<file path="config.mk">
export PLATFORM = sky130hd
export DESIGN_NAME = operand_addressing_decoder
export DESIGN_NICKNAME = d
export VERILOG_FILES = /design/src/oad_pkg.sv /design/src/operand_addressing_decoder.sv /design/src/oad_flag_unit.sv /design/src/oad_addr_check.sv
export VERILOG_INCLUDE_DIRS = /design/src
export SDC_FILE = /design/constraint.sdc
export NUM_CORES = 1
export LEC_CHECK = 0
export BUFFER_PORTS_ARGS = -buffer_cell sky130_fd_sc_hd__buf_4
export CORE_MARGIN = 5
export CORE_UTILIZATION = 33
export CTS_CLUSTER_DIAMETER = 80
export DETAILED_ROUTE_END_ITERATION = 6
export GPL_TIMING_DRIVEN = 0
export HOLD_SLACK_MARGIN = 0.02
export PLACE_DENSITY = 0.52
export SETUP_SLACK_MARGIN = 0.5
export SKIP_LAST_GASP = 1
export SLEW_MARGIN = 20
export SYNTH_ARGS = -nofsm -noshare
export SYNTH_HDL_FRONTEND = slang
export SYNTH_SLANG_ARGS = --single-unit
export TNS_END_PERCENT = 10
</file>
<file path="constraint.sdc">
create_clock -name mclk -period 3.08 [get_ports mclk]
set_input_delay 0.154 -clock mclk [delete_from_list [all_inputs] [get_ports mclk]]
set_output_delay 0.154 -clock mclk [all_outputs]
set_load 0.01 [all_outputs]
</file>
<file path="src/oad_defines.svh">
`ifndef OAD_DEFINES_SVH
`define OAD_DEFINES_SVH
// =====================================================
// Register offsets (byte addresses, AXI4-Lite)
`define OAD_OFF_CTRL 12'h000
`define OAD_OFF_OPER 12'h004
`define OAD_OFF_STAT 12'h008
`define OAD_OFF_RESULT 12'h00C
`define OAD_OFF_PSW 12'h010
`define OAD_OFF_GREG 12'h014
// =====================================================
// Address windows
`define OAD_SADDR_LO 16'hFE20
`define OAD_SADDR_HI 16'hFF1F
`define OAD_SFR_LO 16'hFF00
`define OAD_SFR_HOLE_LO 16'hFFD0
`define OAD_SFR_HOLE_HI 16'hFFDF
`define OAD_A11_LO 16'h0800
`define OAD_A11_HI 16'h0FFF
`define OAD_A5_LO 16'h0040
`define OAD_A5_HI 16'h007F
// =====================================================
// Flag positions in the status word
`define OAD_CY_BIT 0
`define OAD_BANK_LO 3
`define OAD_AC_BIT 4
`define OAD_BANK_HI 5
`define OAD_Z_BIT 6
`define OAD_IE_BIT 7
`define OAD_PSW_RST 8'h02
`endif

</file>
<file path="src/oad_pkg.sv">
`default_nettype none
package oad_pkg;
	// Addressing forms of an operand
	typedef enum logic [3:0] {
		OAD_SADDR, OAD_SADDRP, OAD_SFR, OAD_SFRP, OAD_ABS8, OAD_ABS16,
		OAD_A11, OAD_A5, OAD_REL
	} oad_mode_e;
	// Per-flag action code
	typedef enum logic [2:0] {
		OAD_F_KEEP, OAD_F_CLR, OAD_F_SET, OAD_F_RES, OAD_F_RESTORE
	} oad_fact_e;
	// Decoded address result
	typedef struct packed {
		logic legal;
		logic [15:0] addr;
	} oad_addr_s;
endpackage : oad_pkg
`default_nettype wire

</file>
<file path="src/operand_addressing_decoder.sv">
// Implementation choices: register access over AXI4-Lite and the placing of the registers.
`default_nettype none
`include "oad_defines.svh"
module operand_addressing_decoder (
	// Clock and reset
	input wire logic mclk,
	input wire logic arst_n,
	// AXI4-Lite write address
	input wire logic [11:0] s_axi_awaddr,
	input wire logic s_axi_awvalid,
	output logic s_axi_awready,
	// AXI4-Lite write data
	input wire logic [31:0] s_axi_wdata,
	input wire logic [3:0] s_axi_wstrb,
	input wire logic s_axi_wvalid,
	output logic s_axi_wready,
	// AXI4-Lite write response
	output logic [1:0] s_axi_bresp,
	output logic s_axi_bvalid,
	input wire logic s_axi_bready,
	// AXI4-Lite read address
	input wire logic [11:0] s_axi_araddr,
	input wire logic s_axi_arvalid,
	output logic s_axi_arready,
	// AXI4-Lite read data
	output logic [31:0] s_axi_rdata,
	output logic [1:0] s_axi_rresp,
	output logic s_axi_rvalid,
	input wire logic s_axi_rready
);
	// =====================================================
	// Storage
	logic [7:0] gregs [0:31]; // Four banks of eight bytes
	logic [31:0] ctrl_r; // Operand command word
	logic [31:0] oper_r; // Operand value and flag actions
	logic [31:0] result_r; // Last decode result
	logic [7:0] psw_r; // Status word
	logic [7:0] savedPsw_r; // Copy for restore action
	logic [1:0] bank_r; // Bank in force for current instruction
	logic [15:0] gregRd_r; // Last register byte or pair read
	logic exec_r; // Execute pulse, one cycle after the control write lands
	logic awHeld_r, wHeld_r;
	logic [11:0] awAddr_r;
	logic [31:0] wData_r;
	logic [3:0] wStrb_r;
	// =====================================================
	// Decode of held write address
	// Kept ahead of the write channel, which reads wrMapped
	wire logic wrCtrl = (awAddr_r == `OAD_OFF_CTRL);
	wire logic wrOper = (awAddr_r == `OAD_OFF_OPER);
	wire logic wrPsw = (awAddr_r == `OAD_OFF_PSW);
	wire logic wrGreg = (awAddr_r == `OAD_OFF_GREG);
	wire logic wrMapped = wrCtrl | wrOper | wrPsw | wrGreg |
		(awAddr_r == `OAD_OFF_STAT) | (awAddr_r == `OAD_OFF_RESULT);
	// =====================================================
	// Write channel: take address and data in either order
	wire logic wrFire = awHeld_r && wHeld_r && !s_axi_bvalid;
	wire logic awTake = s_axi_awvalid && s_axi_awready;
	wire logic wTake = s_axi_wvalid && s_axi_wready;
	always_ff @(posedge mclk or negedge arst_n)
	begin
		if (!arst_n)
		begin
			awHeld_r <= 1'b0;
			wHeld_r <= 1'b0;
			awAddr_r <= 12'h000;
			wData_r <= 32'h0000_0000;
			wStrb_r <= 4'h0;
			s_axi_awready <= 1'b0;
			s_axi_wready <= 1'b0;
			s_axi_bvalid <= 1'b0;
			s_axi_bresp <= 2'b00;
		end
		else
		begin
			s_axi_awready <= !awHeld_r && !awTake;
			s_axi_wready <= !wHeld_r && !wTake;
			if (awTake)
			begin
				awHeld_r <= 1'b1;
				awAddr_r <= s_axi_awaddr;
			end
			if (wTake)
			begin
				wHeld_r <= 1'b1;
				wData_r <= s_axi_wdata;
				wStrb_r <= s_axi_wstrb;
			end
			if (wrFire)
			begin
				awHeld_r <= 1'b0;
				wHeld_r <= 1'b0;
				s_axi_bvalid <= 1'b1;
				s_axi_bresp <= wrMapped ? 2'b00 : 2'b10;
			end
			else if (s_axi_bvalid && s_axi_bready)
				s_axi_bvalid <= 1'b0;
		end
	end
	// Byte-lane merge
	function automatic logic [31:0] merge(input logic [31:0] o, input logic [31:0] n,
		input logic [3:0] s);
		logic [31:0] r;
		r = o;
		for (int i = 0; i < 4; i++)
			if (s[i])
				r[i*8 +: 8] = n[i*8 +: 8];
		return r;
	endfunction : merge
	// =====================================================
	// Control fields: [3:0] mode, [4] sfr16 capable, [5] execute,
	// [8:6] reg index, [9] pair access; bit pos sits in operand [2:0]
	// and flag actions IE..CY 3 bits each in operand [27:16]
	wire logic [31:0] ctrlNew = merge(ctrl_r, wData_r, wStrb_r);
	wire logic execGo = wrFire && wrCtrl && ctrlNew[5];
	// Status word after a bus write, byte lanes honoured
	wire logic [31:0] pswWr = merge({24'h00_0000, psw_r}, wData_r, wStrb_r);
	// Flag actions live in the operand register upper half
	wire logic [2:0] actCy = oper_r[18:16];
	wire logic [2:0] actAc = oper_r[21:19];
	wire logic [2:0] actZ = oper_r[24:22];
	wire logic [2:0] actIe = oper_r[27:25];
	wire logic [2:0] immBit = oper_r[2:0];
	wire logic [7:0] immByte = oper_r[7:0];
	wire logic [15:0] immWord = oper_r[15:0];
	// =====================================================
	// Register index mapping
	// X,A,C,B,E,D,L,H order
	wire logic [2:0] regIdx = ctrl_r[8:6];
	// bank from flag
	// The executing access already uses the flag; bus writes use the bank in force
	wire logic [1:0] bankUse = exec_r ? {psw_r[`OAD_BANK_HI], psw_r[`OAD_BANK_LO]} : bank_r;
	wire logic [4:0] byteSel = {bankUse, regIdx};
	wire logic [4:0] pairLo = {bankUse, regIdx[1:0], 1'b0};
	wire logic [4:0] pairHi = {bankUse, regIdx[1:0], 1'b1};
	wire logic [15:0] pairVal = {gregs[pairHi], gregs[pairLo]};
	// Byte accumulator sits at index one of the bank
	wire logic [7:0] accVal = gregs[{bankUse, 3'd1}];
	wire logic [15:0] wordAcc = {gregs[{bankUse, 3'd1}], gregs[{bankUse, 3'd0}]};
	// =====================================================
	// Address resolution
	oad_pkg::oad_addr_s addrRes;
	oad_addr_check u_addr (
		.mode(ctrl_r[3:0]),
		.opnd(immWord),
		.pc(pairVal),
		.sfr16Ok(ctrl_r[4]),
		.res(addrRes)
	);
	// Result-dependent flags: Z and AC from the accumulator value, CY from the tested operand bit
	wire logic resZ = (accVal == 8'h00);
	wire logic resCy = immByte[immBit];
	wire logic resAc = accVal[3];
	wire logic [7:0] pswNxt;
	wire logic [2:0] acts [0:3];
	wire logic ress [0:3];
	wire logic [2:0] pos [0:3];
	assign acts[0] = actCy;
	assign acts[1] = actAc;
	assign acts[2] = actZ;
	assign acts[3] = actIe;
	assign ress[0] = resCy;
	assign ress[1] = resAc;
	assign ress[2] = resZ;
	assign ress[3] = 1'b0;
	assign pos[0] = 3'd`OAD_CY_BIT;
	assign pos[1] = 3'd`OAD_AC_BIT;
	assign pos[2] = 3'd`OAD_Z_BIT;
	assign pos[3] = 3'd`OAD_IE_BIT;
	logic [3:0] flagN;
	for (genvar g = 0; g < 4; g++)
	begin : g_flag
		oad_flag_unit u_flag (
			.act(acts[g]),
			.cur(psw_r[pos[g]]),
			.res(ress[g]),
			.saved(savedPsw_r[pos[g]]),
			.nxt(flagN[g])
		);
	end
	assign pswNxt = {flagN[3], flagN[2], psw_r[`OAD_BANK_HI], flagN[1],
		psw_r[`OAD_BANK_LO], psw_r[2:1], flagN[0]};
	// =====================================================
	// Execute: decode, flags, register access
	always_ff @(posedge mclk or negedge arst_n)
	begin
		if (!arst_n)
		begin
			ctrl_r <= 32'h0000_0000;
			oper_r <= 32'h0000_0000;
			result_r <= 32'h0000_0000;
			psw_r <= `OAD_PSW_RST;
			savedPsw_r <= `OAD_PSW_RST;
			bank_r <= 2'b00;
			gregRd_r <= 16'h0000;
			exec_r <= 1'b0;
		end
		else
		begin
			// Act one cycle after the control word lands, so decode sees it
			// No bus write can fire then, as the response is still pending
			exec_r <= execGo;
			if (wrFire && wrCtrl)
				ctrl_r <= {ctrlNew[31:6], 1'b0, ctrlNew[4:0]};
			if (wrFire && wrOper)
				oper_r <= merge(oper_r, wData_r, wStrb_r);
			if (wrFire && wrPsw)
			begin
				psw_r <= pswWr[7:0];
				savedPsw_r <= psw_r;
			end
			else if (exec_r)
			begin
				psw_r <= pswNxt;
				bank_r <= bankUse;
				result_r <= {7'h00, addrRes.legal, wordAcc[15:8], addrRes.addr};
				// Pair read returns both halves, byte read zero-extended
				gregRd_r <= ctrl_r[9] ? pairVal : {8'h00, gregs[byteSel]};
			end
		end
	end
	// Register file write, no reset needed for data
	always_ff @(posedge mclk)
	begin
		if (wrFire && wrGreg && wStrb_r[0])
			gregs[byteSel] <= wData_r[7:0];
	end
	// =====================================================
	// Read channel, one-cycle latency
	wire logic [31:0] rdMux =
		(s_axi_araddr == `OAD_OFF_CTRL) ? ctrl_r :
		(s_axi_araddr == `OAD_OFF_OPER) ? oper_r :
		(s_axi_araddr == `OAD_OFF_STAT) ? {22'h0, bank_r, psw_r} :
		(s_axi_araddr == `OAD_OFF_RESULT) ? result_r :
		(s_axi_araddr == `OAD_OFF_PSW) ? {24'h0, psw_r} :
		(s_axi_araddr == `OAD_OFF_GREG) ? {16'h0000, gregRd_r} : 32'h0000_0000;
	wire logic rdMapped = (s_axi_araddr <= `OAD_OFF_GREG) && (s_axi_araddr[1:0] == 2'b00);
	always_ff @(posedge mclk or negedge arst_n)
	begin
		if (!arst_n)
		begin
			s_axi_arready <= 1'b0;
			s_axi_rvalid <= 1'b0;
			s_axi_rdata <= 32'h0000_0000;
			s_axi_rresp <= 2'b00;
		end
		else
		begin
			s_axi_arready <= !s_axi_rvalid && !(s_axi_arvalid && s_axi_arready);
			if (s_axi_arvalid && s_axi_arready)
			begin
				s_axi_rvalid <= 1'b1;
				s_axi_rdata <= rdMux;
				s_axi_rresp <= rdMapped ? 2'b00 : 2'b10;
			end
			else if (s_axi_rvalid && s_axi_rready)
				s_axi_rvalid <= 1'b0;
		end
	end
	// =====================================================
	// Checks
	// target range check
	a_a11_range: assert property (@(posedge mclk) disable iff (!arst_n)
		(ctrl_r[3:0] == 4'(oad_pkg::OAD_A11)) |->
		(addrRes.addr >= `OAD_A11_LO && addrRes.addr <= `OAD_A11_HI))
		else $error("eleven-bit target out of range");
	a_a5_even: assert property (@(posedge mclk) disable iff (!arst_n)
		(ctrl_r[3:0] == 4'(oad_pkg::OAD_A5)) |->
		(!addrRes.addr[0] && addrRes.addr >= `OAD_A5_LO && addrRes.addr <= `OAD_A5_HI))
		else $error("table target illegal");
	a_saddr_window: assert property (@(posedge mclk) disable iff (!arst_n)
		(ctrl_r[3:0] == 4'(oad_pkg::OAD_SADDR)) |->
		(addrRes.addr >= `OAD_SADDR_LO && addrRes.addr <= `OAD_SADDR_HI))
		else $error("short direct outside window");
	a_sfr_hole: assert property (@(posedge mclk) disable iff (!arst_n)
		(ctrl_r[3:0] == 4'(oad_pkg::OAD_SFR) && addrRes.addr >= `OAD_SFR_HOLE_LO &&
		addrRes.addr <= `OAD_SFR_HOLE_HI) |-> !addrRes.legal)
		else $error("sfr hole accepted");
	a_bank_next: assert property (@(posedge mclk) disable iff (!arst_n)
		exec_r && !(wrFire && wrPsw) |=> bank_r == {$past(psw_r[5]), $past(psw_r[3])})
		else $error("bank not taken from flag");
	a_flag_set: assert property (@(posedge mclk) disable iff (!arst_n)
		exec_r && actCy == 3'(oad_pkg::OAD_F_SET) |=> psw_r[0])
		else $error("carry not set");
	a_abs16_odd: assert property (@(posedge mclk) disable iff (!arst_n)
		(ctrl_r[3:0] == 4'(oad_pkg::OAD_ABS16) && immWord[0]) |-> !addrRes.legal)
		else $error("odd word address accepted");
	a_rel_sign: assert property (@(posedge mclk) disable iff (!arst_n)
		(ctrl_r[3:0] == 4'(oad_pkg::OAD_REL) && immByte[7]) |-> addrRes.addr < pairVal ||
		pairVal < 16'h0080)
		else $error("displacement not signed");
	a_saddrp_odd: assert property (@(posedge mclk) disable iff (!arst_n)
		(ctrl_r[3:0] == 4'(oad_pkg::OAD_SADDRP) && addrRes.addr[0]) |-> !addrRes.legal)
		else $error("odd short direct word accepted");
	a_sfrp_odd: assert property (@(posedge mclk) disable iff (!arst_n)
		(ctrl_r[3:0] == 4'(oad_pkg::OAD_SFRP) && immWord[0]) |-> !addrRes.legal)
		else $error("odd word sfr accepted");
	a_flag_clr: assert property (@(posedge mclk) disable iff (!arst_n)
		exec_r && actCy == 3'(oad_pkg::OAD_F_CLR) |=> !psw_r[0])
		else $error("carry not cleared");
	a_flag_keep: assert property (@(posedge mclk) disable iff (!arst_n)
		exec_r && actCy == 3'(oad_pkg::OAD_F_KEEP) |=> psw_r[0] == $past(psw_r[0]))
		else $error("carry changed under keep");
	a_bank_hold: assert property (@(posedge mclk) disable iff (!arst_n)
		!exec_r |=> bank_r == $past(bank_r))
		else $error("bank changed without execute");
endmodule : operand_addressing_decoder
`default_nettype wire

</file>
<file path="src/oad_flag_unit.sv">
`default_nettype none
// =====================================================
// One status flag update, instanced per flag
module oad_flag_unit (
	// Action and sources
	input wire logic [2:0] act,
	input wire logic cur,
	input wire logic res,
	input wire logic saved,
	// Next value
	output logic nxt
);
	always_comb
	begin
		unique case (oad_pkg::oad_fact_e'(act))
			oad_pkg::OAD_F_CLR: nxt = 1'b0;
			oad_pkg::OAD_F_SET: nxt = 1'b1;
			oad_pkg::OAD_F_RES: nxt = res;
			oad_pkg::OAD_F_RESTORE: nxt = saved;
			default: nxt = cur;
		endcase
	end
endmodule : oad_flag_unit
`default_nettype wire

</file>
<file path="src/oad_addr_check.sv">
`default_nettype none
`include "oad_defines.svh"
// =====================================================
// Address operand resolver and legality check
module oad_addr_check (
	// Operand
	input wire logic [3:0] mode,
	input wire logic [15:0] opnd,
	input wire logic [15:0] pc,
	input wire logic sfr16Ok,
	// Result
	output var oad_pkg::oad_addr_s res
);
	// Short direct wraps into its window from its low byte
	wire logic [15:0] saddrA = (opnd[7:0] >= 8'h20) ? {8'hFE, opnd[7:0]} : {8'hFF, opnd[7:0]};
	wire logic [15:0] sfrA = {8'hFF, opnd[7:0]};
	wire logic [15:0] a11A = {5'b00001, opnd[10:0]};
	wire logic [15:0] a5A = {9'h000, 1'b1, opnd[4:0], 1'b0};
	// Target wraps round the 64K space, carry out dropped on purpose
	wire logic [15:0] relA = 16'(pc + {{8{opnd[7]}}, opnd[7:0]});
	wire logic inHole = (sfrA >= `OAD_SFR_HOLE_LO) && (sfrA <= `OAD_SFR_HOLE_HI);
	always_comb
	begin
		res = '{legal: 1'b1, addr: opnd};
		unique case (oad_pkg::oad_mode_e'(mode))
			oad_pkg::OAD_SADDR: res = '{legal: 1'b1, addr: saddrA};
			oad_pkg::OAD_SADDRP: res = '{legal: ~saddrA[0], addr: saddrA};
			oad_pkg::OAD_SFR: res = '{legal: ~inHole, addr: sfrA};
			oad_pkg::OAD_SFRP: res = '{legal: ~inHole & sfr16Ok & ~sfrA[0], addr: sfrA};
			oad_pkg::OAD_ABS8: res = '{legal: 1'b1, addr: opnd};
			oad_pkg::OAD_ABS16: res = '{legal: ~opnd[0], addr: opnd};
			oad_pkg::OAD_A11: res = '{legal: 1'b1, addr: a11A};
			oad_pkg::OAD_A5: res = '{legal: 1'b1, addr: a5A};
			oad_pkg::OAD_REL: res = '{legal: 1'b1, addr: relA};
			default: res = '{legal: 1'b0, addr: 16'h0000};
		endcase
	end
endmodule : oad_addr_check
`default_nettype wire

</file>
==> results of run 1 <==
## flip-flops by register name, summed over array words and instances, names as in the netlist, 2 cells and up
signal,count
awAddr_r,12
wStrb_r,4
ctrl_r,31
result_r,25
wData_r,32
psw_r,8
bank_r,2
gregRd_r,16
oper_r,32
s_axi_rdata,32
savedPsw_r,4
gregs,256
## synth_stat cells, drive strengths merged, types with 9 or more instances
master	n	area, um2
dfrtp	207	5180
a31oi	12	75.07
buf	65	450.4
ha	15	187.7
clkbuf	37	138.9
mux4	137	3085
edfxtp	256	7687
nor3	25	141.4
a21oi	43	215.2
a221oi	30	262.8
a22oi	13	97.59
o21ai	89	445.4
xor2	10	87.58
inv	16	60.06
mux2i	35	350.3
nor2	145	544.3
nand2b	11	68.82
a222oi	9	90.09
nand2	145	549.3
nand3	15	75.07
mux2	116	1310
or3	18	117.6
## per-stage QoR
| stage | utilization (%) | instance area, um2 | worst slack [ps] |
|---|---|---|---|
| floorplan | - | 22250 | -35.59 |
| global placement | 36.48 | 24120 | -1275 |
| detailed placement | 36.62 | 24210 | -1297 |
| CTS | 41.99 | 27750 | -447.1 |
| global route | 42.45 | 28060 | -507.4 |
| finish | 42.45 | 28060 | -441.0 |
## cells in the final DEF (no fill, tap or decap), drive strengths merged, types with 9 or more instances in the layout
master | netlist | routed
a21oi | 43 | 43
a221oi | 30 | 30
a222oi | 9 | 9
a22oi | 13 | 13
a31oi | 12 | 12
buf | 65 | 247
clkbuf | 37 | 104
clkinv | 1 | 17
dfrtp | 207 | 207
dlygate4sd3 | 0 | 59
edfxtp | 256 | 256
ha | 15 | 15
inv | 16 | 18
mux2 | 116 | 116
mux2i | 35 | 35
mux4 | 137 | 137
nand2 | 145 | 145
nand2b | 11 | 11
nand3 | 15 | 15
nor2 | 145 | 145
nor3 | 25 | 25
o21ai | 89 | 89
or3 | 18 | 18
xor2 | 10 | 10
## layer usage
layer	global-route usage [%]	vias to the layer above
met5	0	-
met4	8.566	0
met3	3.166	153
met2	35.65	678
met1	27.05	7979
li1	-	6644
## area by class of cell
type | count | area share (%)
Buffer | 102 | 3.389
Clock inverter | 24 | 0.8382
Tap cell | 864 | 3.852
Multi-Input combinational cell | 976 | 32.71
Clock buffer | 67 | 5.194
Sequential cell | 464 | 45.98
Timing Repair Buffer | 241 | 7.803
Inverter | 17 | 0.2274
## what timing repair did
action                     CTS  global route
hold endpoints to repair   172             0
buffers inserted            59            12
setup endpoints to repair  308           349
gates cloned                 2             1
hold buffers                59             0
pin swaps                   43            28
gates resized for setup    158            40
## logic make-up after synthesis
group	synth area share, %
other	0.01696
AOI/OAI and AO/OA	7.634
buffers and inverters	2.954
xor gates and xnor gates	0.6338
and+or+nand+nor	8.036
adders and majority gates	0.9394
DFF	58.32
muxes	21.47
## path summary, 6_finish.rpt
check / start / end / slack, ps
max: ctrl_r[7]$_DFFE_PN0P_ / result_r[15]$_DFFE_PN0P_ / -440
min: s_axi_araddr[11] / s_axi_rdata[1]$_DFFE_PN0P_ / 50
max reg2reg: ctrl_r[7]$_DFFE_PN0P_ / result_r[15]$_DFFE_PN0P_ / -440
min reg2reg: s_axi_rvalid$_DFFE_PN0P_ / s_axi_arready$_DFF_PN0_ / 460
max in group asynchronous: arst_n / oper_r[30]$_DFFE_PN0P_ / 1230
min in group asynchronous: arst_n / s_axi_rdata[26]$_DFFE_PN0P_ / 550
## worst register-to-register path, cell delays in order (launching register included)
cell,delay [ps]
sky130_fd_sc_hd__dfrtp_1,410
sky130_fd_sc_hd__buf_12,160
sky130_fd_sc_hd__buf_16,140
sky130_fd_sc_hd__buf_12,120
sky130_fd_sc_hd__buf_12,140
sky130_fd_sc_hd__buf_8,170
sky130_fd_sc_hd__mux4_2,360
sky130_fd_sc_hd__mux2i_4,300
sky130_fd_sc_hd__o21ai_4,110
sky130_fd_sc_hd__ha_4,310
sky130_fd_sc_hd__nand2_1,110
sky130_fd_sc_hd__or3_1,400
sky130_fd_sc_hd__o22ai_2,140
sky130_fd_sc_hd__nor3_2,50
sky130_fd_sc_hd__o32a_1,370
sky130_fd_sc_hd__a21oi_1,140
## power groups by stage
stage,logic [mW],clock network (mW),registers (mW)
5_1_grt,1.53,6.57,8.57
6_report,1.39,6.19,8.50
2_1_floorplan,0.709,0,8.17
4_1_cts,1.41,6.31,8.51
3_3_place_gp,1.17,0,8.67
3_5_place_dp,1.31,0,8.63
==> impl_table.tex, run 1 <==
\begin{tabular}{lr}
\hline
Metric & Value \\
\hline
\multicolumn{2}{l}{\textbf{Run status}} \\
Outcome & finished, violations left \\
Violated checks & DRC, setup timing \\
\multicolumn{2}{l}{\textbf{Global route}} \\
Wire length of the first global-routing pass & 111000 um \\
Number of antenna violations at the first check in global routing & 0 \\
Vias in the first global route & 15800 \\
Largest net degree at the start of global routing & 93 \\
Overall routing resource usage & 20.96\% \\
Remaining global-route overflow & 0 \\
\multicolumn{2}{l}{\textbf{Floorplan}} \\
Core Footprint & 66100 um2 \\
Num ports & 108 \\
Die Footprint & 72270 um2 \\
Standard-cell row count & 94 \\
Width of the chip & 268.8 um \\
Starting utilization of the core area & 33.45\% \\
Vert. Die Dim & 268.8 um \\
\multicolumn{2}{l}{\textbf{Pwr}} \\
Total power of the final layout & 16.08 mW \\
Switching Share & 25.88\% \\
Leak pwr & 10.41 nW \\
Total power per unit cell area & 573.0 nW/um2 \\
Combinational Power Share & 8.7\% \\
Switching power total & 4.161 mW \\
Proportion of power drawn by the clock network & 38.5\% \\
Internal power of the cells & 11.92 mW \\
Largest voltage drop on the vdd net & 0.0003337 V \\
Sequential share of power & 52.8\% \\
\multicolumn{2}{l}{\textbf{Route}} \\
Aggregate routed wire length & 76590 um \\
Top Layer Used & met4 \\
Overall via count from detail\_route & 15450 \\
Routed vias/inst & 5.609 \\
Number of search-and-repair iterations in the first detailed-routing pass & 7 \\
DR DRC count & 1 \\
Final antenna-violating net count & 0 \\
Met1 layer wirelength in the final routing & 30360 um \\
Routed length on met3 & 5096 um \\
Wire length per cell after detailed routing & 27.80 um \\
Number of violations reported at the end of detailed-routing iteration 0 & 1654 \\
Met2 wirelength from detailed routing & 37220 um \\
\multicolumn{2}{l}{\textbf{Setup path}} \\
Cell breakdown of the critical path & buf\_12 -> buf\_16 -> buf\_12 -> buf\_12 -> buf\_8 -> mux4\_2 -> mux2i\_4 -> o21ai\_4 -> ha\_4 -> nand2\_1 -> or3\_1 -> o22ai\_2 -> nor3\_2 -> o32a\_1 -> a21oi\_1 \\
Number of gates on the worst path with buffers counted & 15 \\
Cell count of the worst reg-to-reg path & 15 \\
Peak fanout along the critical path & 10 \\
Crit path launch type & register \\
Classification of the worst setup path & register to register \\
Data arrival time at the worst-slack endpoint & 4040 ps \\
Category of cells accounting for the largest share of critical-path delay & compound AO/OA/AOI/OAI gates \\
Cell with the largest stage delay on the worst path & sky130\_fd\_sc\_hd\_\_dfrtp\_1 \\
Delay contributed by the slowest stage of the critical path & 410 ps \\
Sum of buffers and inverters on the critical path & 5 \\
Kind of end point of the critical path & register \\
Crit path required time & 3600 ps \\
Cell with the most instances on the worst path & sky130\_fd\_sc\_hd\_\_buf\_12 \\
\multicolumn{2}{l}{\textbf{Clocking}} \\
Depth of the CTS H-tree & 2 \\
Buffer type at the clock tree root & sky130\_fd\_sc\_hd\_\_clkbuf\_16 \\
Num Clock Sinks & 464 \\
Largest buffer count on any clock path & 3 \\
Clock-pin transition on the worst setup and hold timing paths & 60 ps \\
CTS buffer count & 50 \\
Clock tree from TritonCTS & done \\
Later-pin clock latency in the skew report & 600 ps \\
\multicolumn{2}{l}{\textbf{Final layout}} \\
Total area of multi-input combinational cells & 9180 um2 \\
Number of standard cells in the layout, taps in and fillers out & 2755 \\
Number of nets in the layout & 1935 \\
N\_diodes & 0 \\
Synth-to-Final Area Change & 26.93\% \\
Register area & 12900 um2 \\
Share of post-route cells with drive strength above 1 & 35.43\% \\
Fill cells & 6021 \\
\multicolumn{2}{l}{\textbf{STA}} \\
Achievable frequency & 284.0 MHz \\
Hold Fails Final Rpt & 0 \\
Setup repair after global routing missed its margin & yes \\
Setup tns final & -5119 ps \\
Final clock period utilization by the worst path & 114.3\% \\
Final clock skew & 15.83 ps \\
Slack of the critical path & -441.0 ps \\
Number of setup violations in the final report & 52 \\
Relative slew slack & 22.64\% \\
Count of pins over their slew limit & 0 \\
Slew at the pin closest to its max-slew limit & 1156 ps \\
Minimum clock period after layout & 3521 ps \\
Worst hold-check slack & 53.97 ps \\
\multicolumn{2}{l}{\textbf{Synthesis}} \\
Synth unique cells & 69 \\
Post-synth design cell area & 22110 um2 \\
FF+latch count, synth & 464 \\
Number of enable flip-flop cells after synthesis & 256 \\
Top FF cell, synth & sky130\_fd\_sc\_hd\_\_edfxtp\_1 \\
Share of synthesized flip-flops with an asynchronous set or reset & 44.83\% \\
Syn Inst Count & 1558 \\
Share of synthesized area occupied by flip-flops and latches & 58.32\% \\
Number of synthesis warnings & 0 \\
Mapped Avg Cell Area & 14.19 um2 \\
\multicolumn{2}{l}{\textbf{Placement}} \\
Final Wtd Congestion & 0.9587 \\
Placed cells & 2531 \\
Total of buffers placed on input and output ports & 105 \\
HPWL after detailed placement & 53960 um \\
\multicolumn{2}{l}{\textbf{Hold path}} \\
Hold Path Class & primary input to register \\
Hold-critical path depth & 5 \\
\multicolumn{2}{l}{\textbf{Job}} \\
Number of violations of the max-capacitance limit & 0 \\
\hline
\end{tabular}
(Power assumes the default switching activity.)
==> run 2: changes to the inputs <==
--- a/config.mk
+++ b/config.mk
@@ -13,7 +13,9 @@
 export DETAILED_ROUTE_END_ITERATION = 6
 export GPL_TIMING_DRIVEN = 0
 export HOLD_SLACK_MARGIN = 0.02
+export MAX_ROUTING_LAYER = met4
 export PLACE_DENSITY = 0.52
+export RECOVER_POWER = 50
 export SETUP_SLACK_MARGIN = 0.5
 export SKIP_LAST_GASP = 1
 export SLEW_MARGIN = 20
==> run 2 against run 1 <==
Largest power group unchanged. First-iteration DRC count shrank 14%. Critical endpoint unchanged. The flow finishes with violations (capacitance limit, slew limit, setup timing). Cell count is 0.22% higher. Non-clock buffer count is 3 lower. Clock power increased by 13%. Design area hardly changed. Sequential power barely moved. Global-route usage grew 0.47 points.
==> impl_table.tex, run 2 (synthesis results as in run 1) <==
\begin{tabular}{lr}
\hline
Metric & Value \\
\hline
\multicolumn{2}{l}{\textbf{Clocking}} \\
CTS buffer count & 53 (was 50) \\
Largest buffer count on any clock path & 3 (unchanged) \\
Clock-pin transition on the worst setup and hold timing paths & 60 ps (about the same) \\
Later-pin clock latency in the skew report & 610 ps (was 600 ps) \\
Num Clock Sinks & 464 (unchanged) \\
Depth of the CTS H-tree & 2 (unchanged) \\
Clock tree from TritonCTS & done (unchanged) \\
Buffer type at the clock tree root & sky130\_fd\_sc\_hd\_\_clkbuf\_16 (unchanged) \\
\multicolumn{2}{l}{\textbf{Setup path}} \\
Cell breakdown of the critical path & buf\_12 -> buf\_12 -> buf\_12 -> buf\_12 -> buf\_6 -> mux4\_2 -> mux2i\_4 -> o21ai\_4 -> ha\_4 -> a21oi\_4 -> nor2\_1 -> a211oi\_2 -> buf\_4 -> o22ai\_2 -> o21a\_1 -> o32a\_1 -> a21oi\_1 (was buf\_12 -> buf\_16 -> buf\_12 -> buf\_12 -> buf\_8 -> mux4\_2 -> mux2i\_4 -> o21ai\_4 -> ha\_4 -> nand2\_1 -> or3\_1 -> o22ai\_2 -> nor3\_2 -> o32a\_1 -> a21oi\_1) \\
Crit path required time & 3610 ps (was 3600 ps) \\
Sum of buffers and inverters on the critical path & 6 (was 5) \\
Cell with the largest stage delay on the worst path & sky130\_fd\_sc\_hd\_\_dfrtp\_1 (unchanged) \\
Classification of the worst setup path & register to register (unchanged) \\
Delay contributed by the slowest stage of the critical path & 400 ps (was 410 ps) \\
Crit path launch type & register (unchanged) \\
Endpoint of the lowest-slack register-to-register path & result\_r[15]\$\_DFFE\_PN0P\_ (unchanged) \\
Cell count of the worst reg-to-reg path & 17 (was 15) \\
Startpoint of the most critical register-to-register path & ctrl\_r[7]\$\_DFFE\_PN0P\_ (unchanged) \\
Peak fanout along the critical path & 10 (unchanged) \\
Data arrival time at the worst-slack endpoint & 4090 ps (was 4040 ps) \\
Cell with the most instances on the worst path & sky130\_fd\_sc\_hd\_\_buf\_12 (unchanged) \\
Category of cells accounting for the largest share of critical-path delay & compound AO/OA/AOI/OAI gates (unchanged) \\
Kind of end point of the critical path & register (unchanged) \\
R2R Setup Slk & -480 ps (was -440 ps) \\
\multicolumn{2}{l}{\textbf{Route}} \\
Wire length per cell after detailed routing & 27.52 um (was 27.80 um) \\
Number of search-and-repair iterations in the first detailed-routing pass & 6 (was 7) \\
Aggregate routed wire length & 75990 um (was 76590 um) \\
DR DRC count & 0 (was 1) \\
Final antenna-violating net count & 0 (unchanged) \\
Number of violations reported at the end of detailed-routing iteration 0 & 1430 (was 1654) \\
Overall via count from detail\_route & 15380 (was 15450) \\
Routed vias/inst & 5.572 (was 5.609) \\
\multicolumn{2}{l}{\textbf{Placement}} \\
Total of buffers placed on input and output ports & 105 (unchanged) \\
HPWL after detailed placement & 53940 um (was 53960 um) \\
Setup Slack @ Placement & -1260 ps (was -1297 ps) \\
Final Wtd Congestion & 0.9481 (was 0.9587) \\
Total cell area at the placement stage & 24210 um2 (unchanged) \\
\multicolumn{2}{l}{\textbf{Final layout}} \\
Fin area & 28090 um2 (was 28060 um2) \\
Most frequent standard cell in the layout excluding fill and tap cells & sky130\_fd\_sc\_hd\_\_edfxtp\_1 (unchanged) \\
Most frequent cells in the layout & 256 x sky130\_fd\_sc\_hd\_\_edfxtp\_1, 206 x sky130\_fd\_sc\_hd\_\_dfrtp\_1, 148 x sky130\_fd\_sc\_hd\_\_buf\_4 (was 256 x sky130\_fd\_sc\_hd\_\_edfxtp\_1, 199 x sky130\_fd\_sc\_hd\_\_dfrtp\_1, 174 x sky130\_fd\_sc\_hd\_\_buf\_4) \\
Number of nets in the layout & 1935 (unchanged) \\
Synth-to-Final Area Change & 27.04\% (was 26.93\%) \\
Share of post-route cells with drive strength above 1 & 33.65\% (was 35.43\%) \\
Largest register FFs & 256 (unchanged) \\
Fill cells & 6025 (was 6021) \\
Largest register by flop count & gregs (unchanged) \\
\multicolumn{2}{l}{\textbf{STA}} \\
Final clock skew & 20.62 ps (was 15.83 ps) \\
Hold Fails Final Rpt & 0 (unchanged) \\
Setup repair after global routing missed its margin & yes (unchanged) \\
Relative slew slack & -56.96\% (was 22.64\%) \\
Setup tns final & -13130 ps (was -5119 ps) \\
Number of setup violations in the final report & 108 (was 52) \\
Worst hold-check slack & 62.49 ps (was 53.97 ps) \\
Count of pins over their slew limit & 117 (was 0) \\
Final clock period utilization by the worst path & 115.6\% (was 114.3\%) \\
Slack of the critical path & -480.8 ps (was -441.0 ps) \\
Minimum clock period after layout & 3561 ps (was 3521 ps) \\
Slew at the pin closest to its max-slew limit & 2354 ps (was 1156 ps) \\
Achievable frequency & 280.8 MHz (was 284.0 MHz) \\
\multicolumn{2}{l}{\textbf{Floorplan}} \\
Standard-cell row count & 94 (unchanged) \\
Width of the chip & 268.8 um (unchanged) \\
Vert. Die Dim & 268.8 um (unchanged) \\
Num ports & 108 (unchanged) \\
Die Footprint & 72270 um2 (unchanged) \\
Starting utilization of the core area & 33.45\% (unchanged) \\
Core Footprint & 66100 um2 (unchanged) \\
\multicolumn{2}{l}{\textbf{Global route}} \\
Remaining global-route overflow & 0 (unchanged) \\
Overall routing resource usage & 21.43\% (was 20.96\%) \\
Vias in the first global route & 15680 (was 15800) \\
Wire length of the first global-routing pass & 109800 um (was 111000 um) \\
Largest net degree at the start of global routing & 93 (unchanged) \\
Number of antenna violations at the first check in global routing & 1 (was 0) \\
\multicolumn{2}{l}{\textbf{Pwr}} \\
Total power per unit cell area & 599.6 nW/um2 (was 573.0 nW/um2) \\
Leak pwr & 10.37 nW (was 10.41 nW) \\
Largest voltage drop on the vdd net & 0.0003917 V (was 0.0003337 V) \\
Total power of the final layout & 16.84 mW (was 16.08 mW) \\
\multicolumn{2}{l}{\textbf{Hold path}} \\
Hold Crit Start & s\_axi\_araddr[11] (unchanged) \\
Hold-critical path depth & 5 (unchanged) \\
Hold Path Class & primary input to register (unchanged) \\
Endpoint, Worst Hold & s\_axi\_rdata[0]\$\_DFFE\_PN0P\_ (was s\_axi\_rdata[1]\$\_DFFE\_PN0P\_) \\
\multicolumn{2}{l}{\textbf{Run status}} \\
Violated checks & capacitance limit, slew limit, setup timing (was DRC, setup timing) \\
Outcome & finished, violations left (unchanged) \\
\multicolumn{2}{l}{\textbf{Job}} \\
Number of violations of the max-capacitance limit & 3 (was 0) \\
\hline
\end{tabular}
-- run 2: cell count changes in the layout (fill, tap and decap cells not counted), moves of 3 or more --
cell                        previous run  this run
sky130_fd_sc_hd__buf_16                8         5
sky130_fd_sc_hd__dfrtp_1             199       206
sky130_fd_sc_hd__a21oi_1              38        41
sky130_fd_sc_hd__dfrtp_2               8         1
sky130_fd_sc_hd__bufinv_16             4        11
sky130_fd_sc_hd__clkbuf_16            53        56
sky130_fd_sc_hd__buf_4               174       148
sky130_fd_sc_hd__a21oi_2               5         0
sky130_fd_sc_hd__o21ai_2               6        10
sky130_fd_sc_hd__clkbuf_8             11         7
sky130_fd_sc_hd__clkbuf_1             34        66
-- run 2: final cells by class --
cell class | instances | area [um2] | share of cell area (%)
antenna | 1 | 2.502 | 0.008909
inverter | 17 | 63.81 | 0.2272
clock buffer | 68 | 1506 | 5.363
clock inverter | 31 | 449.2 | 1.599
tap | 864 | 1081 | 3.849
multi-input combinational | 976 | 9174 | 32.66
timing repair buffer | 238 | 1992 | 7.092
buffer | 102 | 923.4 | 3.288
sequential | 464 | 12890 | 45.91
-- run 2: how the worst max path moves through the flow --
stage                               endpoint  slack, ps             startpoint  cells past startpoint
floorplan           result_r[14]$_DFFE_PN0P_        -40       exec_r$_DFF_PN0_                     17
global placement    result_r[15]$_DFFE_PN0P_      -1290  ctrl_r[7]$_DFFE_PN0P_                     15
detailed placement  result_r[15]$_DFFE_PN0P_      -1260  ctrl_r[7]$_DFFE_PN0P_                     15
CTS                 result_r[15]$_DFFE_PN0P_       -440  ctrl_r[7]$_DFFE_PN0P_                     16
global route        result_r[15]$_DFFE_PN0P_       -500  ctrl_r[6]$_DFFE_PN0P_                     15
finish              result_r[15]$_DFFE_PN0P_       -480  ctrl_r[7]$_DFFE_PN0P_                     17
-- run 2: what timing repair did --
| action | CTS | global route |
|---|---|---|
| gates resized for setup | 132 | 55 |
| gates cloned | 1 | 0 |
| endpoints found under the setup margin | 309 | 359 |
| endpoints found under the hold margin | 172 | 0 |
| hold buffers | 58 | 0 |
| buffers inserted | 55 | 16 |
| pin swaps | 32 | 40 |
-- run 2: worst register-to-register path: stages (launching register included) --
cell and delay (ps):
sky130_fd_sc_hd__dfrtp_1 400, sky130_fd_sc_hd__buf_12 160, sky130_fd_sc_hd__buf_12 140, sky130_fd_sc_hd__buf_12 110
sky130_fd_sc_hd__buf_12 140, sky130_fd_sc_hd__buf_6 170, sky130_fd_sc_hd__mux4_2 360, sky130_fd_sc_hd__mux2i_4 300
sky130_fd_sc_hd__o21ai_4 120, sky130_fd_sc_hd__ha_4 290, sky130_fd_sc_hd__a21oi_4 140, sky130_fd_sc_hd__nor2_1 70
sky130_fd_sc_hd__a211oi_2 190, sky130_fd_sc_hd__buf_4 160, sky130_fd_sc_hd__o22ai_2 80, sky130_fd_sc_hd__o21a_1 180
sky130_fd_sc_hd__o32a_1 350, sky130_fd_sc_hd__a21oi_1 130
-- run 2: routing by layer --
| layer | vias up | share of wire [%] | track usage [%] | routed length, um |
|---|---|---|---|---|
| met5 | - | 0 | - | 0 |
| met4 | 0 | 5.1 | 8.814 | 3883 |
| met3 | 161 | 6.6 | 3.477 | 4978 |
| met2 | 625 | 48 | 34.93 | 36570 |
| met1 | 7965 | 40 | 26.88 | 30560 |
| li1 | 6633 | - | - | - |
-- run 2: through the flow --
| stage | util [%] | instances |
|---|---|---|
| final | 42.49 | 2761 |
| after global routing | 42.49 | 2761 |
| after CTS | 42.07 | 2744 |
| after detailed placement | 36.62 | 2531 |
| after global placement | 36.48 | 2528 |
| after floorplan | - | 1559 |
-- run 2: where the power goes --
part / internal (mW) / switching, mW
Clock: 4.37 / 2.64
Combinational: 0.670 / 0.658
Sequential: 7.55 / 0.950
Total: 12.6 / 4.25
==> run 3: changes to the inputs <==
--- a/config.mk
+++ b/config.mk
@@ -6,6 +6,7 @@
 export SDC_FILE = /design/constraint.sdc
 export NUM_CORES = 1
 export LEC_CHECK = 0
+export ABC_AREA = 1
 export BUFFER_PORTS_ARGS = -buffer_cell sky130_fd_sc_hd__buf_4
 export CORE_MARGIN = 5
 export CORE_UTILIZATION = 33
@@ -14,7 +15,7 @@
 export GPL_TIMING_DRIVEN = 0
 export HOLD_SLACK_MARGIN = 0.02
 export MAX_ROUTING_LAYER = met4
-export PLACE_DENSITY = 0.52
+export PLACE_DENSITY = 0.51
 export RECOVER_POWER = 50
 export SETUP_SLACK_MARGIN = 0.5
 export SKIP_LAST_GASP = 1
==> constraint.sdc (replaced) <==
create_clock -name mclk -period 3.34 [get_ports mclk]
set_input_delay 0.167 -clock mclk [delete_from_list [all_inputs] [get_ports mclk]]
set_output_delay 0.167 -clock mclk [all_outputs]
set_load 0.01 [all_outputs]
==> run 3 against run 2 <==
The flow finishes with violations (capacitance limit, slew limit). Sequential cell count is the same. Cell count grew 33%. Fmax grew 9.6%. Utilization shrank 0.13 points. Combinational power grew 120%. Critical path depth grew 3. Critical path type unchanged. Critical endpoint is now result_r[9]$_DFFE_PN0P_. Largest power group unchanged.
==> impl_table.tex, run 3 <==
\begin{tabular}{lr}
\hline
Metric & Value \\
\hline
\multicolumn{2}{l}{\textbf{Global route}} \\
Wire length of the first global-routing pass & 138300 um (was 109800 um) \\
Largest net degree at the start of global routing & 93 (unchanged) \\
Vias in the first global route & 19720 (was 15680) \\
Overall routing resource usage & 26.72\% (was 21.43\%) \\
Remaining global-route overflow & 0 (unchanged) \\
Number of antenna violations at the first check in global routing & 1 (unchanged) \\
\multicolumn{2}{l}{\textbf{Setup path}} \\
Startpoint of the most critical register-to-register path & ctrl\_r[6]\$\_DFFE\_PN0P\_ (was ctrl\_r[7]\$\_DFFE\_PN0P\_) \\
Cell breakdown of the critical path & buf\_12 -> nor2\_4 -> buf\_8 -> buf\_6 -> buf\_16 -> nand2\_4 -> o2111ai\_2 -> nand2\_1 -> nand2\_4 -> nor2\_4 -> inv\_2 -> ha\_4 -> a21o\_1 -> a21oi\_2 -> nand3\_1 -> or2\_4 -> nand3\_4 -> nand2\_2 -> nand2\_1 -> o21ai\_1 (was buf\_12 -> buf\_12 -> buf\_12 -> buf\_12 -> buf\_6 -> mux4\_2 -> mux2i\_4 -> o21ai\_4 -> ha\_4 -> a21oi\_4 -> nor2\_1 -> a211oi\_2 -> buf\_4 -> o22ai\_2 -> o21a\_1 -> o32a\_1 -> a21oi\_1) \\
Classification of the worst setup path & register to register (unchanged) \\
Crit path launch type & register (unchanged) \\
Peak fanout along the critical path & 7 (was 10) \\
Crit path required time & 3830 ps (was 3610 ps) \\
Delay contributed by the slowest stage of the critical path & 490 ps (was 400 ps) \\
Setup crit start & ctrl\_r[6]\$\_DFFE\_PN0P\_ (was ctrl\_r[7]\$\_DFFE\_PN0P\_) \\
Data arrival time at the worst-slack endpoint & 3740 ps (was 4090 ps) \\
Kind of end point of the critical path & register (unchanged) \\
Cell with the largest stage delay on the worst path & sky130\_fd\_sc\_hd\_\_dfrtp\_2 (was sky130\_fd\_sc\_hd\_\_dfrtp\_1) \\
\multicolumn{2}{l}{\textbf{Synthesis}} \\
Mapped Avg Cell Area & 9.015 um2 (was 14.19 um2) \\
Share of synthesized flip-flops with an asynchronous set or reset & 44.83\% (unchanged) \\
Top FF cell, synth & sky130\_fd\_sc\_hd\_\_edfxtp\_1 (unchanged) \\
Cells taking the most area after synthesis & sky130\_fd\_sc\_hd\_\_edfxtp\_1 35\%, sky130\_fd\_sc\_hd\_\_dfrtp\_1 23\%, sky130\_fd\_sc\_hd\_\_nand2\_1 14\%, sky130\_fd\_sc\_hd\_\_o21ai\_0 5.4\%, sky130\_fd\_sc\_hd\_\_inv\_1 3.2\% (was sky130\_fd\_sc\_hd\_\_edfxtp\_1 35\%, sky130\_fd\_sc\_hd\_\_dfrtp\_1 23\%, sky130\_fd\_sc\_hd\_\_mux4\_2 14\%, sky130\_fd\_sc\_hd\_\_mux2\_2 5.3\%, sky130\_fd\_sc\_hd\_\_nor2\_1 2.5\%) \\
Post-synth top cells & 826 x sky130\_fd\_sc\_hd\_\_nand2\_1, 256 x sky130\_fd\_sc\_hd\_\_edfxtp\_1, 239 x sky130\_fd\_sc\_hd\_\_o21ai\_0 (was 256 x sky130\_fd\_sc\_hd\_\_edfxtp\_1, 207 x sky130\_fd\_sc\_hd\_\_dfrtp\_1, 145 x sky130\_fd\_sc\_hd\_\_nor2\_1) \\
Area share of the largest cell type after synthesis & 34.61\% (was 34.77\%) \\
Number of synthesis warnings & 0 (unchanged) \\
Cell taking the most area after synthesis & sky130\_fd\_sc\_hd\_\_edfxtp\_1 (unchanged) \\
Number of enable flip-flop cells after synthesis & 256 (unchanged) \\
Synth unique cells & 56 (was 69) \\
Post-synth design cell area & 22210 um2 (was 22110 um2) \\
Share of synthesized area occupied by flip-flops and latches & 58.04\% (was 58.32\%) \\
Top-count cell post-synth & sky130\_fd\_sc\_hd\_\_nand2\_1 (was sky130\_fd\_sc\_hd\_\_edfxtp\_1) \\
FF+latch count, synth & 464 (unchanged) \\
Syn Inst Count & 2464 (was 1558) \\
\multicolumn{2}{l}{\textbf{Clocking}} \\
Later-pin clock latency in the skew report & 630 ps (was 610 ps) \\
Num Clock Sinks & 464 (unchanged) \\
Clock tree from TritonCTS & done (unchanged) \\
Depth of the CTS H-tree & 2 (unchanged) \\
Clock-pin transition on the worst setup and hold timing paths & 60 ps (about the same) \\
CTS buffer count & 54 (was 53) \\
Largest buffer count on any clock path & 3 (unchanged) \\
Buffer type at the clock tree root & sky130\_fd\_sc\_hd\_\_clkbuf\_16 (unchanged) \\
\multicolumn{2}{l}{\textbf{Final layout}} \\
Largest register by flop count & gregs (unchanged) \\
Most frequent cells in the layout & 772 x sky130\_fd\_sc\_hd\_\_nand2\_1, 256 x sky130\_fd\_sc\_hd\_\_edfxtp\_1, 212 x sky130\_fd\_sc\_hd\_\_o21ai\_0 (was 256 x sky130\_fd\_sc\_hd\_\_edfxtp\_1, 206 x sky130\_fd\_sc\_hd\_\_dfrtp\_1, 148 x sky130\_fd\_sc\_hd\_\_buf\_4) \\
Number of nets in the layout & 2849 (was 1935) \\
Largest register FFs & 256 (unchanged) \\
Final core utilization & 42.36\% (was 42.49\%) \\
Most frequent standard cell in the layout excluding fill and tap cells & sky130\_fd\_sc\_hd\_\_nand2\_1 (was sky130\_fd\_sc\_hd\_\_edfxtp\_1) \\
Number of standard cells in the layout, taps in and fillers out & 3682 (was 2761) \\
Synth-to-Final Area Change & 27.60\% (was 27.04\%) \\
Share of post-route cells with drive strength above 1 & 17.56\% (was 33.65\%) \\
Fill cells & 6657 (was 6025) \\
\multicolumn{2}{l}{\textbf{Run status}} \\
Outcome & finished, violations left (unchanged) \\
Violated checks & capacitance limit, slew limit (was capacitance limit, slew limit, setup timing) \\
\multicolumn{2}{l}{\textbf{STA}} \\
Final clock period utilization by the worst path & 97.26\% (was 115.6\%) \\
Number of setup violations in the final report & 0 (was 108) \\
Slack of the critical path & 91.49 ps (was -480.8 ps) \\
Relative slew slack & -14.48\% (was -56.96\%) \\
Setup repair after global routing missed its margin & yes (unchanged) \\
Achievable frequency & 307.8 MHz (was 280.8 MHz) \\
Minimum clock period after layout & 3249 ps (was 3561 ps) \\
Slew at the pin closest to its max-slew limit & 1717 ps (was 2354 ps) \\
Count of pins over their slew limit & 126 (was 117) \\
Final clock skew & 24.32 ps (was 20.62 ps) \\
Hold Fails Final Rpt & 0 (unchanged) \\
\multicolumn{2}{l}{\textbf{Floorplan}} \\
Standard-cell row count & 95 (was 94) \\
Width of the chip & 269.5 um (was 268.8 um) \\
Core Footprint & 66920 um2 (was 66100 um2) \\
Num ports & 108 (unchanged) \\
Starting utilization of the core area & 33.19\% (was 33.45\%) \\
Vert. Die Dim & 269.5 um (was 268.8 um) \\
Die Footprint & 72600 um2 (was 72270 um2) \\
\multicolumn{2}{l}{\textbf{Route}} \\
Wire length per cell after detailed routing & 26.57 um (was 27.52 um) \\
Number of violations reported at the end of detailed-routing iteration 0 & 1980 (was 1430) \\
Top Layer Used & met4 (unchanged) \\
Number of search-and-repair iterations in the first detailed-routing pass & 6 (unchanged) \\
Met1 layer wirelength in the final routing & 39670 um (was 30560 um) \\
DR DRC count & 0 (unchanged) \\
Routed length on met3 & 7024 um (was 4978 um) \\
Overall via count from detail\_route & 19810 (was 15380) \\
Final antenna-violating net count & 0 (unchanged) \\
Met2 wirelength from detailed routing & 46530 um (was 36570 um) \\
Routed vias/inst & 5.380 (was 5.572) \\
Aggregate routed wire length & 97840 um (was 75990 um) \\
\multicolumn{2}{l}{\textbf{Placement}} \\
HPWL after detailed placement & 73220 um (was 53940 um) \\
Total of buffers placed on input and output ports & 105 (unchanged) \\
Placed cells & 3450 (was 2531) \\
Setup Slack @ Placement & -1255 ps (was -1260 ps) \\
Final Wtd Congestion & 0.9824 (was 0.9481) \\
\multicolumn{2}{l}{\textbf{Pwr}} \\
Total power per unit cell area & 581.6 nW/um2 (was 599.6 nW/um2) \\
Leak pwr & 11.54 nW (was 10.37 nW) \\
Largest voltage drop on the vdd net & 0.0004299 V (was 0.0003917 V) \\
Total power of the final layout & 16.49 mW (was 16.84 mW) \\
\multicolumn{2}{l}{\textbf{Hold path}} \\
Hold Crit Start & s\_axi\_arvalid (was s\_axi\_araddr[11]) \\
Hold Path Class & primary input to register (unchanged) \\
\multicolumn{2}{l}{\textbf{Job}} \\
Number of violations of the max-capacitance limit & 4 (was 3) \\
\hline
\end{tabular}
-- run 3: final cells by class --
| type | count | area (um2) | area share (%) |
|---|---|---|---|
| flip-flops and latches | 464 | 12900 | 45.50 |
| repair buffers | 245 | 1959 | 6.912 |
| plain buffers | 116 | 890.9 | 3.143 |
| multi-input cells | 1688 | 8917 | 31.46 |
| diodes | 1 | 2.502 | 0.008828 |
| clock inverters | 21 | 279.0 | 0.9843 |
| inverters | 197 | 758.2 | 2.675 |
| clock buffers | 77 | 1549 | 5.465 |
| well taps | 873 | 1092 | 3.853 |
-- run 3: cells by family (layout without fill, tap and decap cells) --
logic type / Yosys count / after routing / synth area share [%]
XOR/XNOR: 4 / 4 / 0.1577
flip-flops: 464 / 464 / 58.04
AO/OA/AOI/OAI: 479 / 479 / 12.70
adder cells (fa/ha/maj): 16 / 16 / 0.9350
multiplexers: 1 / 1 / 0.05069
other: 1 / 3 / 0.01688
buffers and inverters: 313 / 656 / 5.869
AND/OR/NAND/NOR: 1186 / 1186 / 22.23
-- run 3: where the power goes --
group	switching, mW	internal (mW)
clock network	2.52	3.56
logic	2.00	0.901
registers	0.612	6.90
total	5.13	11.4
-- run 3: timing repair --
action                     in CTS  in global routing
hold endpoints to repair      169                  0
setup buffers                  60                  7
pin swaps                      79                 34
cloned                          1                  0
hold buffers                   65                  0
setup endpoints to repair     125                275
gates resized for setup       307                 59
-- run 3: metrics by stage --
step                      cell area, um2  hold slack, ps  setup TNS, ps
after global routing               28350           93.18         -100.0
after detailed placement           24320           77.96         -12290
after floorplan                    22240          -128.6              0
after global placement             24120           339.5         -12830
final                              28350           82.56              0
after CTS                          28400           42.00              0
-- run 3: worst paths after layout --
kind	end	slack (ps)	depth (start not counted)
worst max-delay path	result_r[9]$_DFFE_PN0P_	90	20
worst min-delay path	s_axi_rdata[31]$_DFFE_PN0P_	80	5
worst max register to register	result_r[9]$_DFFE_PN0P_	90	20
worst min register to register	s_axi_arready$_DFF_PN0_	440	1
max in group asynchronous	gregRd_r[12]$_DFFE_PN0P_	630	4
min in group asynchronous	gregRd_r[7]$_DFFE_PN0P_	660	3
-- run 3: routing by layer --
layer	GRT usage (%)	vias up
met2	43.46	841
met4	10.73	0
li1	-	9033
met3	5.023	194
met1	33.12	9741
met5	-	-
-- run 3: critical path, delay by kind of cell, from the launching register on --
family	cells	cell delay [ps]
AOI/OAI and AO/OA	4	560
adders and majority gates	1	260
buffers and inverters	5	670
DFF	1	490
and+or+nand+nor	10	1130
